--- src/rtl/panel_pkg.sv ---
package panel_pkg;

    // ======
    // timing
    // ======
    localparam int CLK_HZ          = 20_000_000;
    localparam int MS_PER_S        = 1000;
    localparam int FAST_FLASH_MS   = 100;  // half period of the fast flash
    localparam int SLOW_FLASH_MS   = 500;  // half period of the slow flash
    localparam int LOCK_FLASH_MS   = 250;  // half period of the lock lamp flash
    localparam int VERSION_SHOW_MS = 2000; // version shown after power up

    // ======
    // sample rates in hz and the match window
    // ======
    localparam logic [16:0] RATE_44100 = 17'h0ac44;
    localparam logic [16:0] RATE_48000 = 17'h0bb80;
    localparam logic [16:0] RATE_44144 = 17'h0ac70;
    localparam logic [16:0] RATE_44056 = 17'h0ac18;
    localparam logic [16:0] RATE_48048 = 17'h0bbb0;
    localparam logic [16:0] RATE_47952 = 17'h0bb50;
    localparam int          RATE_TOL_PPM = 250;
    localparam int          PPM_SCALE    = 1_000_000;
    localparam logic [12:0] PPM_DIV      = 13'(PPM_SCALE / RATE_TOL_PPM);

    // ======
    // selections
    // ======
    typedef enum logic [2:0] {CK_VIDEO, CK_LTC, CK_DIGITAL, CK_TONE, CK_TACH, CK_VARISPEED} clock_ref_t;
    typedef enum logic [2:0] {PR_LTC, PR_VITC, PR_AUTO, PR_BIPHASE, PR_GENERATE} pos_ref_t;
    typedef enum logic [2:0] {FR_30, FR_30_DF, FR_2997, FR_2997_DF, FR_25, FR_24} frame_sel_t;
    typedef enum logic [1:0] {PULL_NONE, PULL_UP, PULL_DOWN} pull_t;
    typedef enum logic [1:0] {PM_TIMECODE, PM_RATE_BASE, PM_PULL, PM_VIDEO} param_mode_t;
    typedef enum logic [1:0] {DEV_IN, DEV_HIGH, DEV_LOW} rate_dev_t;

    // ======
    // display layout: digit 0 is frames units, digit 7 hours tens
    // ======
    localparam int          NUM_DIGITS  = 8;
    localparam int          DP_FRAMES   = 0;
    localparam int          DP_MINUTES  = 4;
    localparam logic [4:0]  CODE_BLANK  = 5'h10;
    localparam logic [6:0]  SEG_BLANK   = 7'h00;

    typedef struct packed {
        logic [7:0] hours;   // bcd
        logic [7:0] minutes; // bcd
        logic [7:0] seconds; // bcd
        logic [7:0] frames;  // bcd
    } timecode_t;

    typedef struct packed {
        logic [5:0] clock_ref;  // one lamp per clock source
        logic [3:0] pos_ref;    // ltc, vitc, bi-phase, generate
        logic       rate_441;
        logic       rate_48;
        logic       rate_raise_option;
        logic       rate_lower_option;
        logic [3:0] frame_rate; // 30, 29.97, 25, 24
        logic       drop_frame_lamp;
        logic       lock;
        logic       rate_match_lamp;
        logic       remote;
    } panel_lamps_t;

    typedef struct packed {
        logic [NUM_DIGITS-1:0]      dp;
        logic [NUM_DIGITS-1:0][6:0] seg;
    } display_t;

endpackage : panel_pkg

--- src/rtl/front_panel_status.sv ---
`timescale 1ns/1ns
// Notes on behaviour
// - four lamps encode base rate and pull
// - frames point lit on even fields
// - minutes point lit in auto source mode
// - display shows positional timecode hh:mm:ss:ff
// - auto mode lights both, then chosen lamp
// - positional switch steps through five choices
// - clock switch steps six sources, one lamp
// - exactly one of four frame-rate lamps
// - drop-frame lamp lit for drop-frame only
// - lock lamp steady while locked
// - lock lamp flashes when reference missing
// - rate lamp steady within 250 ppm
// - rate lamp flashes fast when too fast
// - rate lamp flashes slow when too slow
// - rate lamp from rates, not motion
// - remote lamp lit during panel lockout
// - pull options not tied to frame rate
// - firmware version shown at power up
// - four keys select and adjust parameters
// - no midi input path exists
module front_panel_status #(
    parameter int          FAST_HALF    = panel_pkg::CLK_HZ / panel_pkg::MS_PER_S * panel_pkg::FAST_FLASH_MS,
    parameter int          SLOW_HALF    = panel_pkg::CLK_HZ / panel_pkg::MS_PER_S * panel_pkg::SLOW_FLASH_MS,
    parameter int          LOCK_HALF    = panel_pkg::CLK_HZ / panel_pkg::MS_PER_S * panel_pkg::LOCK_FLASH_MS,
    parameter int          VERSION_SHOW = panel_pkg::CLK_HZ / panel_pkg::MS_PER_S * panel_pkg::VERSION_SHOW_MS,
    parameter logic [11:0] FW_VERSION   = 12'h123 // arbitrary value, three digits major.minor.patch
) (
    input  wire logic                    sys_clk,
    input  wire logic                    sys_rst,
    input  wire logic                    clock_ref_step,
    input  wire logic                    pos_ref_step,
    input  wire logic                    frame_rate_step,
    input  wire logic                    set_key,
    input  wire logic                    down_key,
    input  wire logic                    up_key,
    input  wire logic                    run_halt_clear_key,
    input  wire logic                    front_panel_lockout,
    input  wire logic                    ref_locked,
    input  wire logic                    auto_deciding,
    input  wire logic                    auto_chose_vitc,
    input  wire logic                    field_even,
    input  wire logic [16:0]             measured_rate_hz,
    input  wire panel_pkg::timecode_t    timecode,
    output panel_pkg::panel_lamps_t      lamps,
    output panel_pkg::display_t          display,
    output panel_pkg::clock_ref_t        clock_ref_sel,
    output panel_pkg::pos_ref_t          pos_ref_sel,
    output panel_pkg::frame_sel_t        frame_sel,
    output logic [16:0]                  desired_rate_hz,
    output logic                         video_pal,
    output logic                         generator_run
);
    // ======
    // helpers
    // ======
    function automatic logic [16:0] rate_of(input logic base48, input panel_pkg::pull_t pull);
        logic [16:0] r;
        r = base48 ? panel_pkg::RATE_48000 : panel_pkg::RATE_44100;
        case (pull)
            panel_pkg::PULL_UP:   r = base48 ? panel_pkg::RATE_48048 : panel_pkg::RATE_44144;
            panel_pkg::PULL_DOWN: r = base48 ? panel_pkg::RATE_47952 : panel_pkg::RATE_44056;
            default:              r = r;
        endcase
        return r;
    endfunction : rate_of

    // deviation beyond the window means |diff| * 4000 > desired
    function automatic panel_pkg::rate_dev_t rate_dev(input logic [16:0] act, input logic [16:0] want);
        logic [16:0] diff;
        logic [29:0] scaled;
        diff   = (act >= want) ? act - want : want - act;
        scaled = 30'(diff) * 30'(panel_pkg::PPM_DIV);
        if (scaled <= 30'(want))
            return panel_pkg::DEV_IN;
        return (act > want) ? panel_pkg::DEV_HIGH : panel_pkg::DEV_LOW;
    endfunction : rate_dev

    // ======
    // key edge detection
    // ======
    logic [6:0] keys_q;
    logic [6:0] keys_d;
    logic [6:0] press;

    // a key counts once per push; lockout leaves the panel dead
    always_comb begin
        keys_d = {clock_ref_step, pos_ref_step, frame_rate_step, set_key, down_key, up_key, run_halt_clear_key};
        press  = front_panel_lockout ? 7'h00 : (keys_d & ~keys_q);
    end

    always_ff @(posedge sys_clk) begin
        if (sys_rst) begin
            keys_q <= 7'h00;
        end else begin
            keys_q <= keys_d;
        end
    end

    // ======
    // selections and parameters
    // ======
    panel_pkg::clock_ref_t  clk_q;
    panel_pkg::clock_ref_t  clk_d;
    panel_pkg::pos_ref_t    pos_q;
    panel_pkg::pos_ref_t    pos_d;
    panel_pkg::frame_sel_t  frm_q;
    panel_pkg::frame_sel_t  frm_d;
    panel_pkg::param_mode_t mode_q;
    panel_pkg::param_mode_t mode_d;
    panel_pkg::pull_t       pull_q;
    panel_pkg::pull_t       pull_d;
    logic                   base48_q;
    logic                   base48_d;
    logic                   pal_q;
    logic                   pal_d;
    logic                   run_q;
    logic                   run_d;

    // switches wrap round their choices; set walks the parameter modes
    always_comb begin
        clk_d    = clk_q;
        pos_d    = pos_q;
        frm_d    = frm_q;
        mode_d   = mode_q;
        pull_d   = pull_q;
        base48_d = base48_q;
        pal_d    = pal_q;
        run_d    = run_q;
        if (press[6])
            clk_d = (clk_q == panel_pkg::CK_VARISPEED) ? panel_pkg::CK_VIDEO
                                                     : panel_pkg::clock_ref_t'(clk_q + 3'h1);
        if (press[5])
            pos_d = (pos_q == panel_pkg::PR_GENERATE) ? panel_pkg::PR_LTC
                                                    : panel_pkg::pos_ref_t'(pos_q + 3'h1);
        if (press[4])
            frm_d = (frm_q == panel_pkg::FR_24) ? panel_pkg::FR_30
                                              : panel_pkg::frame_sel_t'(frm_q + 3'h1);
        if (press[3])
            mode_d = panel_pkg::param_mode_t'(mode_q + 2'h1);
        // up and down adjust whichever parameter is on show
        if (press[2] || press[1]) begin
            case (mode_q)
                panel_pkg::PM_RATE_BASE: base48_d = ~base48_q;
                panel_pkg::PM_VIDEO:     pal_d    = ~pal_q;
                panel_pkg::PM_PULL: begin
                    // pull is free of the frame rate, so no 24/25 conversion is implied
                    if (press[1])
                        pull_d = (pull_q == panel_pkg::PULL_DOWN) ? panel_pkg::PULL_NONE
                                                                : panel_pkg::pull_t'(pull_q + 2'h1);
                    else
                        pull_d = (pull_q == panel_pkg::PULL_NONE) ? panel_pkg::PULL_DOWN
                                                                : panel_pkg::pull_t'(pull_q - 2'h1);
                end
                default: pull_d = pull_q;
            endcase
        end
        // run/halt in timecode view, clear back to timecode elsewhere
        if (press[0]) begin
            if (mode_q == panel_pkg::PM_TIMECODE)
                run_d = ~run_q;
            else
                mode_d = panel_pkg::PM_TIMECODE;
        end
    end

    always_ff @(posedge sys_clk) begin
        if (sys_rst) begin
            clk_q    <= panel_pkg::CK_VARISPEED;
            pos_q    <= panel_pkg::PR_GENERATE;
            frm_q    <= panel_pkg::FR_30;
            mode_q   <= panel_pkg::PM_TIMECODE;
            pull_q   <= panel_pkg::PULL_NONE;
            base48_q <= 1'b1;
            pal_q    <= 1'b0;
            run_q    <= 1'b0;
        end else begin
            clk_q    <= clk_d;
            pos_q    <= pos_d;
            frm_q    <= frm_d;
            mode_q   <= mode_d;
            pull_q   <= pull_d;
            base48_q <= base48_d;
            pal_q    <= pal_d;
            run_q    <= run_d;
        end
    end

    // ======
    // power-up version display
    // ======
    logic [31:0] boot_q;
    logic [31:0] boot_d;
    logic        booting;

    // counts from reset release; version holds until it expires
    always_comb begin
        booting = (boot_q < 32'(VERSION_SHOW));
        boot_d  = booting ? boot_q + 32'h1 : boot_q;
    end

    always_ff @(posedge sys_clk) begin
        if (sys_rst) begin
            boot_q <= 32'h0;
        end else begin
            boot_q <= boot_d;
        end
    end

    // ======
    // flash sources
    // ======
    logic fast_flash;
    logic slow_flash;
    logic lock_flash;

    // three fixed dividers; fast and slow kept far apart so they read distinctly
    lamp_flasher #(.HALF_CYCLES(FAST_HALF)) u_fast (
        .sys_clk (sys_clk),
        .sys_rst (sys_rst),
        .flash   (fast_flash)
    );

    lamp_flasher #(.HALF_CYCLES(SLOW_HALF)) u_slow (
        .sys_clk (sys_clk),
        .sys_rst (sys_rst),
        .flash   (slow_flash)
    );

    lamp_flasher #(.HALF_CYCLES(LOCK_HALF)) u_lock (
        .sys_clk (sys_clk),
        .sys_rst (sys_rst),
        .flash   (lock_flash)
    );

    // ======
    // digit codes and segment encoding
    // ======
    logic [panel_pkg::NUM_DIGITS-1:0][4:0] code;
    logic [panel_pkg::NUM_DIGITS-1:0][6:0] seg_w;
    logic [panel_pkg::NUM_DIGITS-1:0]      dp_w;

    // version, then parameter view or the positional timecode
    always_comb begin
        code = {panel_pkg::NUM_DIGITS{panel_pkg::CODE_BLANK}};
        dp_w = '0;
        if (booting) begin
            code[2] = {1'b0, FW_VERSION[11:8]};
            code[1] = {1'b0, FW_VERSION[7:4]};
            code[0] = {1'b0, FW_VERSION[3:0]};
            dp_w[2] = 1'b1;
            dp_w[1] = 1'b1;
        end else if (mode_q != panel_pkg::PM_TIMECODE) begin
            code[7] = {3'h0, mode_q};
            case (mode_q)
                panel_pkg::PM_RATE_BASE: code[0] = {4'h0, base48_q};
                panel_pkg::PM_PULL:      code[0] = {3'h0, pull_q};
                default:                 code[0] = {4'h0, pal_q};
            endcase
        end else begin
            code[7] = {1'b0, timecode.hours[7:4]};
            code[6] = {1'b0, timecode.hours[3:0]};
            code[5] = {1'b0, timecode.minutes[7:4]};
            code[4] = {1'b0, timecode.minutes[3:0]};
            code[3] = {1'b0, timecode.seconds[7:4]};
            code[2] = {1'b0, timecode.seconds[3:0]};
            code[1] = {1'b0, timecode.frames[7:4]};
            code[0] = {1'b0, timecode.frames[3:0]};
            dp_w[panel_pkg::DP_FRAMES]  = field_even;
            dp_w[panel_pkg::DP_MINUTES] = (pos_q == panel_pkg::PR_AUTO);
        end
    end

    genvar g;
    generate
        for (g = 0; g < panel_pkg::NUM_DIGITS; g++) begin : g_digit
            digit_encoder u_enc (
                .code (code[g]),
                .seg  (seg_w[g])
            );
        end
    endgenerate

    // ======
    // lamp computation
    // ======
    panel_pkg::panel_lamps_t lamps_q;
    panel_pkg::panel_lamps_t lamps_d;
    panel_pkg::display_t     disp_q;
    panel_pkg::display_t     disp_d;
    logic [16:0]             want_q;
    logic [16:0]             want_d;
    panel_pkg::rate_dev_t    dev;

    // the match lamp sees only measured against wanted rate, never motion
    always_comb begin
        want_d  = rate_of(base48_q, pull_q);
        dev     = rate_dev(measured_rate_hz, want_q);
        lamps_d = '0;
        lamps_d.clock_ref[clk_q] = 1'b1;
        case (pos_q)
            panel_pkg::PR_LTC:     lamps_d.pos_ref[0] = 1'b1;
            panel_pkg::PR_VITC:    lamps_d.pos_ref[1] = 1'b1;
            panel_pkg::PR_BIPHASE: lamps_d.pos_ref[2] = 1'b1;
            panel_pkg::PR_AUTO: begin
                lamps_d.pos_ref[0] = auto_deciding | ~auto_chose_vitc;
                lamps_d.pos_ref[1] = auto_deciding | auto_chose_vitc;
            end
            default:               lamps_d.pos_ref[3] = 1'b1;
        endcase
        lamps_d.rate_441          = ~base48_q;
        lamps_d.rate_48           = base48_q;
        lamps_d.rate_raise_option = (pull_q == panel_pkg::PULL_UP);
        lamps_d.rate_lower_option = (pull_q == panel_pkg::PULL_DOWN);
        case (frm_q)
            panel_pkg::FR_30, panel_pkg::FR_30_DF:     lamps_d.frame_rate = 4'h1;
            panel_pkg::FR_2997, panel_pkg::FR_2997_DF: lamps_d.frame_rate = 4'h2;
            panel_pkg::FR_25:                          lamps_d.frame_rate = 4'h4;
            default:                                   lamps_d.frame_rate = 4'h8;
        endcase
        lamps_d.drop_frame_lamp = (frm_q == panel_pkg::FR_30_DF) || (frm_q == panel_pkg::FR_2997_DF);
        // an absent or out-of-range reference is never locked, so it flashes
        lamps_d.lock = ref_locked ? 1'b1 : lock_flash;
        case (dev)
            panel_pkg::DEV_IN:   lamps_d.rate_match_lamp = 1'b1;
            panel_pkg::DEV_HIGH: lamps_d.rate_match_lamp = fast_flash;
            default:             lamps_d.rate_match_lamp = slow_flash;
        endcase
        lamps_d.remote = front_panel_lockout;
        disp_d.seg = seg_w;
        disp_d.dp  = dp_w;
    end

    // every panel output is registered so lamps never glitch
    always_ff @(posedge sys_clk) begin
        if (sys_rst) begin
            lamps_q <= '0;
            disp_q  <= '0;
            want_q  <= panel_pkg::RATE_48000;
        end else begin
            lamps_q <= lamps_d;
            disp_q  <= disp_d;
            want_q  <= want_d;
        end
    end

    // ======
    // outputs; timecode comes in on its own port and leaves only through the display
    // ======
    assign lamps           = lamps_q;
    assign display         = disp_q;
    assign clock_ref_sel   = clk_q;
    assign pos_ref_sel     = pos_q;
    assign frame_sel       = frm_q;
    assign desired_rate_hz = want_q;
    assign video_pal       = pal_q;
    assign generator_run   = run_q;

endmodule : front_panel_status

--- src/rtl/lamp_flasher.sv ---
`timescale 1ns/1ns
// ======
// square wave for flashing lamps, half period in clock cycles
// ======
module lamp_flasher #(
    parameter int HALF_CYCLES = 2_000_000
) (
    input  wire logic sys_clk,
    input  wire logic sys_rst,
    output logic      flash
);
    logic [31:0] cnt_q;
    logic [31:0] cnt_d;
    logic        flash_q;
    logic        flash_d;

    // wrap the divider and toggle at the end of each half period
    always_comb begin
        cnt_d   = cnt_q + 32'h1;
        flash_d = flash_q;
        if (cnt_q >= 32'(HALF_CYCLES - 1)) begin
            cnt_d   = 32'h0;
            flash_d = ~flash_q;
        end
    end

    always_ff @(posedge sys_clk) begin
        if (sys_rst) begin
            cnt_q   <= 32'h0;
            flash_q <= 1'b0;
        end else begin
            cnt_q   <= cnt_d;
            flash_q <= flash_d;
        end
    end

    assign flash = flash_q;

endmodule : lamp_flasher

--- src/rtl/digit_encoder.sv ---
`timescale 1ns/1ns
// ======
// hex digit to segments, gfedcba, anything above f is blank
// ======
module digit_encoder (
    input  wire logic [4:0] code,
    output logic      [6:0] seg
);
    always_comb begin
        case (code)
            5'h00:   seg = 7'h3f;
            5'h01:   seg = 7'h06;
            5'h02:   seg = 7'h5b;
            5'h03:   seg = 7'h4f;
            5'h04:   seg = 7'h66;
            5'h05:   seg = 7'h6d;
            5'h06:   seg = 7'h7d;
            5'h07:   seg = 7'h07;
            5'h08:   seg = 7'h7f;
            5'h09:   seg = 7'h6f;
            5'h0a:   seg = 7'h77;
            5'h0b:   seg = 7'h7c;
            5'h0c:   seg = 7'h39;
            5'h0d:   seg = 7'h5e;
            5'h0e:   seg = 7'h79;
            5'h0f:   seg = 7'h71;
            default: seg = panel_pkg::SEG_BLANK;
        endcase
    end

endmodule : digit_encoder

--- config.mk ---
export PLATFORM = sky130hd
export DESIGN_NAME = front_panel_status
export DESIGN_NICKNAME = d
export VERILOG_FILES = /design/src/rtl/panel_pkg.sv /design/src/rtl/front_panel_status.sv /design/src/rtl/lamp_flasher.sv /design/src/rtl/digit_encoder.sv
export SDC_FILE = /design/constraint.sdc
export NUM_CORES = 1
export LEC_CHECK = 0
export BUFFER_PORTS_ARGS = -buffer_cell sky130_fd_sc_hd__buf_2
export CORE_UTILIZATION = 35
export CTS_BUF_LIST = sky130_fd_sc_hd__clkbuf_8
export DETAILED_ROUTE_END_ITERATION = 8
export SETUP_SLACK_MARGIN = 0.2
export SYNTH_ARGS = -nofsm -noshare
export SYNTH_HDL_FRONTEND = slang
export SYNTH_HIERARCHICAL = 1
export SYNTH_SLANG_ARGS = --single-unit
--- constraint.sdc ---
create_clock -name sys_clk -period 8.3 [get_ports sys_clk]
set_clock_uncertainty 0.15 [all_clocks]
set_input_delay 1.66 -clock sys_clk [delete_from_list [all_inputs] [get_ports sys_clk]]
set_output_delay 1.66 -clock sys_clk [all_outputs]
set_load 0.05 [all_outputs]
==> results of run 1 <==
## path summary, 6_finish.rpt
path                             from               to  slack [ns]  cells past startpoint
setup reg to reg   desired_rate_hz[9]         lamps[1]        1.25                     28
hold reg to reg       u_slow/cnt_q[0]  u_slow/cnt_q[0]        0.30                      1
hold / removal        u_slow/cnt_q[0]  u_slow/cnt_q[0]        0.30                      1
setup / recovery  measured_rate_hz[3]         lamps[1]        0.55                     31
## per-stage QoR
step	std cells	worst slack (ns)	util, %	setup TNS [ns]
after global routing	2649	0.2061	40.98	0
after CTS	2648	0.5918	40.93	0
final	2650	0.5528	40.99	0
after global placement	2569	0.1047	38.98	0
after detailed placement	2569	-0.01450	38.98	-0.01450
after floorplan	1833	0.2535	-	0
## kinds of logic (layout without fill, tap and decap cells)
family          count (synthesis)  count (layout)  share of synthesized area [%]
compound gates                259             259                          11.24
xor+xnor                      121             121                          7.028
fa+ha+maj                     200             200                          18.10
buf+inv                       256             471                          7.301
flops                         241             241                          30.08
mux                            54              54                          4.337
other cells                     5              48                         0.1170
simple gates                  656             656                          21.80
## state kept, by name, summed over array words and instances, names as in the netlist, 2 cells and up
signal,cells
clock_ref_sel,3
desired_rate_hz,8
mode_q,2
u_slow/cnt_q,32
lamps,20
keys_q,7
pos_ref_sel,3
display,59
boot_q,32
frame_sel,3
u_fast/cnt_q,32
u_lock/cnt_q,32
pull_q,2
## metal layers
| metal | routed length (um) | vias to the layer above | track usage, % |
|---|---|---|---|
| met5 | 16 | - | 0 |
| met4 | 826 | 2 | 5.469 |
| met3 | 1948 | 59 | 3.382 |
| met2 | 16780 | 255 | 25.72 |
| met1 | 16340 | 5998 | 19.79 |
| li1 | - | 6451 | - |
## power by group
group / internal (W) / leakage, nW / switching, W / total [W]
sequential: 0.00118 / 1.96 / 0.0000131 / 0.00119
combinational: 0.00179 / 5.62 / 0.00220 / 0.00399
clock: 0.000625 / 0.517 / 0.000491 / 0.00112
total: 0.00359 / 8.10 / 0.00271 / 0.00630
## Yosys cell counts (36+ instances only)
library cell              count
sky130_fd_sc_hd__ha_1       143
sky130_fd_sc_hd__dfxtp_1    241
sky130_fd_sc_hd__a21oi_1     63
sky130_fd_sc_hd__xnor2_1     64
sky130_fd_sc_hd__inv_1      174
sky130_fd_sc_hd__o21ai_0     36
sky130_fd_sc_hd__nor3_1      44
sky130_fd_sc_hd__fa_1        54
sky130_fd_sc_hd__nand2_1     86
sky130_fd_sc_hd__xor2_1      51
sky130_fd_sc_hd__nor2b_1     85
sky130_fd_sc_hd__nor2_1     202
sky130_fd_sc_hd__nand3_1     40
## layout make-up
cell class                 count  area share (%)
antenna                        2         0.02697
tap                          600           4.045
clock buffer                  55           4.078
inverter                     178           3.600
multi-input combinational   1336           55.06
clock inverter                24          0.6876
sequential                   241           25.99
timing repair buffer         214           6.512
## layout by cell type (no fill, tap or decap), types with 32 or more instances in the layout
cell type / Yosys / final
sky130_fd_sc_hd__and2_1: 33 / 33
sky130_fd_sc_hd__inv_1: 174 / 192
sky130_fd_sc_hd__clkbuf_8: 0 / 55
sky130_fd_sc_hd__dfxtp_1: 241 / 241
sky130_fd_sc_hd__fa_1: 54 / 54
sky130_fd_sc_hd__buf_4: 18 / 49
sky130_fd_sc_hd__nor2b_1: 85 / 85
sky130_fd_sc_hd__nor2_1: 202 / 202
sky130_fd_sc_hd__conb_1: 5 / 46
sky130_fd_sc_hd__nor3_1: 44 / 44
sky130_fd_sc_hd__mux2i_1: 32 / 32
sky130_fd_sc_hd__o21ai_0: 36 / 36
sky130_fd_sc_hd__ha_1: 143 / 143
sky130_fd_sc_hd__buf_2: 16 / 164
sky130_fd_sc_hd__a21oi_1: 63 / 63
sky130_fd_sc_hd__nand3_1: 40 / 40
sky130_fd_sc_hd__xor2_1: 51 / 51
sky130_fd_sc_hd__nand2_1: 86 / 86
sky130_fd_sc_hd__a211oi_1: 33 / 33
sky130_fd_sc_hd__xnor2_1: 64 / 64
==> reports/results.md, run 1 <==
| Result | This run | Unit |
|---|---|---|
| Status | finished, violations left | - |
| Failing checks | DRC | - |
| Number of antenna violations at the first check in global routing | 3 | - |
| Share of cells above drive strength 1 | 18.07 | % |
| Post-Layout Inst Area | 0.01856 | mm^2 |
| Final setup vio count | 0 | - |
| Power after layout | 0.006300 | W |
| Wire length per cell after detailed routing | 13.55 | um |
| Die extent in x | 216.1 | um |
| Antenna violation net count after detailed routing | 0 | - |
| Static power due to leakage | 8.097 | nW |
| Total congestion overflow after global routing | 0 | - |
| CP Data Arrival Time | 8.12 | ns |
| Required time of the critical path | 8.67 | ns |
| Register clock-pin slew on the reported worst setup and hold paths | 0.06 | ns |
| Worst setup path category | input pin to flop | - |
| Vias per inst | 4.817 | - |
| Area fraction of the dominant cell type after synthesis | 30.08 | % |
| Total of buffers placed on input and output ports | 165 | - |
| Final Hold Violating Endpoints | 0 | - |
| Final count of pins violating max slew | 0 | - |
| Weighted congestion reported at the end of routability-driven placement | 0.8742 | - |
| Die footprint | 0.04669 | mm^2 |
| Worst Hold Class | flop to flop | - |
| TritonCTS clock tree | built | - |
| Detailed-router iteration count before antenna repair | 7 | - |
| Number of DRC violations after detailed routing | 4 | - |
| Area occupied by registers | 0.004825 | mm^2 |
| Final worst-path cycle share | 93.34 | % |
| Wire length of the first global-routing pass | 60,580 | um |
| CTS-repair resized insts | 0 | - |
| Overall via count from detail_route | 12,770 | - |
| Final hold slack | 0.3040 | ns |
| Skew-Pair Late Insertion Delay | 0.58 | ns |
| Die Span Y | 216.1 | um |
| Cell with the most instances on the worst path | sky130_fd_sc_hd__inv_1 | - |
| Half-perimeter wire length of the detailed placement result | 27,250 | um |
| Flops & latches, synth | 241 | - |
| Total number of clock tree sinks | 241 | - |
| Via count of the first global-routing pass | 12,590 | - |
| Area of placed instances | 0.01765 | mm^2 |
| CP top delay family | adder cells | - |
| WP buf/inv | 9 | - |
| I/O pin count | 177 | - |
| Pin count of the biggest net entering global routing | 80 | - |
| Post-Synthesis Cell Area | 0.01604 | mm^2 |
| Unrepaired setup endpoints after global routing | no | - |
| Post-Route WL | 35,910 | um |
| Clock H-tree levels | 2 | - |
| Layout overhead on the synthesized area | 15.71 | % |
| Headroom to the max-slew limit | 34.01 | % |
| Starting utilization of the core area | 35.42 | % |
| Post-CTS setup buffer count | 0 | - |
| Minimum clock period after layout | 7.747 | ns |
| Number of warnings printed during yosys synthesis | 6 | - |
| Mean instance size in the synthesized netlist | 8.951 | um^2 |
| Maximum fanout encountered on the critical timing path | 14 | - |
| Hold bufs inserted after CTS | 0 | - |
| Endpoint type of the worst setup path | flop | - |
| Filler Cell Count | 4,522 | - |
| Number of distinct standard cells referenced by the synthesized netlist | 101 | - |
| Number of synthesized flops with an enable pin | 0 | - |
| Count of nets after finishing | 2,275 | - |
| Multi-input logic area | 0.01022 | mm^2 |
| CP peak stage delay | 0.55 | ns |
| Std-Cell Rows | 78 | - |
| Ratio of total power to cell area | 339.4 | mW/mm^2 |
| Core area | 0.04528 | mm^2 |
| Number of standard cells after synthesis | 1,792 | - |
| Yosys top cell by area | sky130_fd_sc_hd__dfxtp_1 | - |
| Overall track demand over capacity in global routing | 15.52 | % |
| Clock root buffer | sky130_fd_sc_hd__clkbuf_8 | - |
| Dominant cells by area after synthesis | sky130_fd_sc_hd__dfxtp_1, sky130_fd_sc_hd__ha_1, sky130_fd_sc_hd__fa_1, sky130_fd_sc_hd__nor2_1, sky130_fd_sc_hd__inv_1 | - |
| Clock buffers created by TritonCTS | 44 | - |
| Slew @ Worst Pin | 0.9888 | ns |
| Maximum achievable frequency | 0.1291 | GHz |
| Most common flop cell mapped by yosys | sky130_fd_sc_hd__dfxtp_1 | - |
| Async set-reset flop share out of synthesis | 0 | % |
| Max VDD drop | 315.3 | uV |
| Cell with the largest stage delay on the worst path | sky130_fd_sc_hd__fa_1 | - |
| Max_cap viols | 0 | - |
| Iteration-0 DRC Markers | 638 | - |
| Startpoint Class | input pin | - |
| Max Buffers Root-to-Sink | 3 | - |
| Proportion of synthesized chip area in sequential cells | 30.08 | % |
Note: power is estimated with default switching activity, not from simulation.
==> run 2: changes to the inputs <==
--- a/config.mk
+++ b/config.mk
@@ -6,6 +6,7 @@
 export NUM_CORES = 1
 export LEC_CHECK = 0
 export BUFFER_PORTS_ARGS = -buffer_cell sky130_fd_sc_hd__buf_2
+export CORE_MARGIN = 3
 export CORE_UTILIZATION = 35
 export CTS_BUF_LIST = sky130_fd_sc_hd__clkbuf_8
 export DETAILED_ROUTE_END_ITERATION = 8
==> run 2 against run 1 <==
The run now ends clean; register-to-register slack worse by 0.47 ns; non-clock buffer count shrank 5; hold slack about the same; clock-buffer cell count up 2; power is 0.32% higher; sequential share of layout area fell by 0.15 points; worst setup slack improved by 0.029 ns; first-iteration DRC count shrank 4.1%; highest routed layer unchanged.
==> reports/results.md, run 2 (synthesized netlist as in run 1, its figures left out) <==
| Result | This run | Unit |
|---|---|---|
| CP Data Arrival Time | 8.08 | ns |
| Register clock-pin slew on the reported worst setup and hold paths | 0.05 | ns |
| Pin count of the biggest net entering global routing | 81 | - |
| Layout overhead on the synthesized area | 16.37 | % |
| Final Hold Violating Endpoints | 0 | - |
| Starting utilization of the core area | 35.88 | % |
| Final worst-path cycle share | 92.99 | % |
| Core area | 0.04470 | mm^2 |
| Worst setup path category | input pin to flop | - |
| Detailed-routing wirelength on met1 | 16,360 | um |
| Total of buffers placed on input and output ports | 165 | - |
| Half-perimeter wire length of the detailed placement result | 27,580 | um |
| Die Span Y | 220.1 | um |
| Wire length of the first global-routing pass | 59,670 | um |
| Max VDD drop | 328.4 | uV |
| Total congestion overflow after global routing | 0 | - |
| Detailed-router iteration count before antenna repair | 5 | - |
| Slew @ Worst Pin | 1.014 | ns |
| Max Buffers Root-to-Sink | 3 | - |
| Filler Cell Count | 4,443 | - |
| Iteration-0 DRC Markers | 612 | - |
| Hold bufs inserted after CTS | 0 | - |
| Static power due to leakage | 8.097 | nW |
| Startpoint of the worst setup timing path | measured_rate_hz[10] | - |
| Vias per inst | 4.823 | - |
| Unrepaired setup endpoints after global routing | no | - |
| Overall track demand over capacity in global routing | 14.89 | % |
| Count of nets after finishing | 2,272 | - |
| Headroom to the max-slew limit | 32.31 | % |
| Flip-flop count of the largest register, all copies and words added | 59 | - |
| Clock buffers created by TritonCTS | 46 | - |
| Setup WS post-layout | 0.5816 | ns |
| Highest metal used | met5 | - |
| Weighted congestion reported at the end of routability-driven placement | 0.8548 | - |
| Number of antenna violations at the first check in global routing | 6 | - |
| Post-Route WL | 36,040 | um |
| Post-CTS setup buffer count | 0 | - |
| Clock root buffer | sky130_fd_sc_hd__clkbuf_8 | - |
| Die footprint | 0.04844 | mm^2 |
| Cell with the most instances on the worst path | sky130_fd_sc_hd__buf_4 | - |
| Share of cells above drive strength 1 | 18.55 | % |
| Wire length per cell after detailed routing | 13.67 | um |
| Most common library cell in the layout ignoring fill and taps | sky130_fd_sc_hd__dfxtp_1 | - |
| Worst R2R Start | desired_rate_hz[9] | - |
| Final design utilization | 41.75 | % |
| Skew-Pair Late Insertion Delay | 0.59 | ns |
| Number of DRC violations after detailed routing | 0 | - |
| Die extent in x | 220.1 | um |
| Setup crit end | lamps[1] | - |
| Std-Cell Rows | 77 | - |
| Endpoint type of the worst setup path | flop | - |
| Reg2reg end | lamps[1] | - |
| Maximum fanout encountered on the critical timing path | 10 | - |
| Cell with the largest stage delay on the worst path | sky130_fd_sc_hd__fa_1 | - |
| Worst-case reg-to-reg path depth | 27 | - |
| Status | completed | - |
| Final count of pins violating max slew | 0 | - |
| Required time of the critical path | 8.66 | ns |
| Worst Hold Class | flop to flop | - |
| Clock H-tree levels | 2 | - |
| Commonest cells after routing, fill and taps aside | sky130_fd_sc_hd__dfxtp_1, sky130_fd_sc_hd__nor2_1, sky130_fd_sc_hd__inv_1 | - |
| Met3 routed wirelength | 1818 | um |
| Ratio of total power to cell area | 338.6 | mW/mm^2 |
| TritonCTS clock tree | built | - |
| Internal reg-to-reg setup slack | 0.78 | ns |
| Maximum achievable frequency | 0.1296 | GHz |
| Antenna violation net count after detailed routing | 0 | - |
| Minimum clock period after layout | 7.718 | ns |
| Max_cap viols | 0 | - |
| Startpoint Class | input pin | - |
| Total number of clock tree sinks | 241 | - |
| Power after layout | 0.006320 | W |
| Overall via count from detail_route | 12,720 | - |
| Worst Setup Slack post-DPL | -0.03100 | ns |
| Final setup vio count | 0 | - |
| Accumulated negative setup slack | 0 | ns |
| Via count of the first global-routing pass | 12,400 | - |
| Met2 wire length | 16,690 | um |
| I/O pin count | 177 | - |
| CP peak stage delay | 0.56 | ns |
-- run 2: layer usage --
metal  global-route usage (%)  up-vias
met4                    5.967        8
met5                        0        -
met3                    3.309       72
li1                         -     6449
met1                    18.71     5970
met2                    24.79      219
-- run 2: power by group --
| part | leakage (nW) | internal, W | total (W) | switching, W |
|---|---|---|---|---|
| combinational | 5.59 | 0.00168 | 0.00384 | 0.00216 |
| sequential | 1.96 | 0.00118 | 0.00119 | 0.0000139 |
| clock | 0.547 | 0.000777 | 0.00129 | 0.000514 |
| total | 8.10 | 0.00364 | 0.00632 | 0.00268 |
-- run 2: what timing repair did --
| item | CTS | global route |
|---|---|---|
| hold endpoints to repair | 0 | 0 |
| endpoints found under the setup margin | 0 | 1 |
| resized for setup | 0 | 6 |
-- run 2: worst min-delay path by stage --
stage / start / end / slack, ns / cells after the start
2_1_floorplan: u_slow/cnt_q[0] / u_slow/cnt_q[0] / 0.27 / 1
3_3_place_gp: u_slow/cnt_q[0] / u_slow/cnt_q[0] / 0.28 / 1
3_5_place_dp: u_lock/cnt_q[0] / u_lock/cnt_q[0] / 0.29 / 1
4_1_cts: u_lock/cnt_q[0] / u_lock/cnt_q[0] / 0.31 / 1
5_1_grt: boot_q[31] / boot_q[31] / 0.33 / 1
6_report: u_lock/cnt_q[0] / u_lock/cnt_q[0] / 0.30 / 1
-- run 2: worst max-delay path, delay by kind of cell --
family | cells | cell delay (ns)
fa+ha+maj | 5 | 2.32
compound gates | 9 | 1.80
buf+inv | 7 | 0.87
xor+xnor | 4 | 0.75
simple gates | 4 | 0.65
-- run 2: cell type report --
cell class / count / area [um^2] / area share (%)
clock buffer: 57 / 784.5 / 4.203
multi-input combinational: 1336 / 10240 / 54.85
timing repair buffer: 209 / 1159 / 6.207
clock inverter: 22 / 245.2 / 1.314
inverter: 178 / 668.1 / 3.580
antenna: 2 / 5.005 / 0.02681
tap: 592 / 740.7 / 3.968
sequential: 241 / 4825 / 25.85
-- run 2: per-stage QoR --
stage	hold slack, ns	std cells	area [um^2]
after global placement	0.2820	2556	17590
after global routing	0.3262	2636	18660
after floorplan	0.2675	1833	16190
after detailed placement	0.2916	2556	17590
final	0.3041	2637	18670
after CTS	0.3072	2635	18620
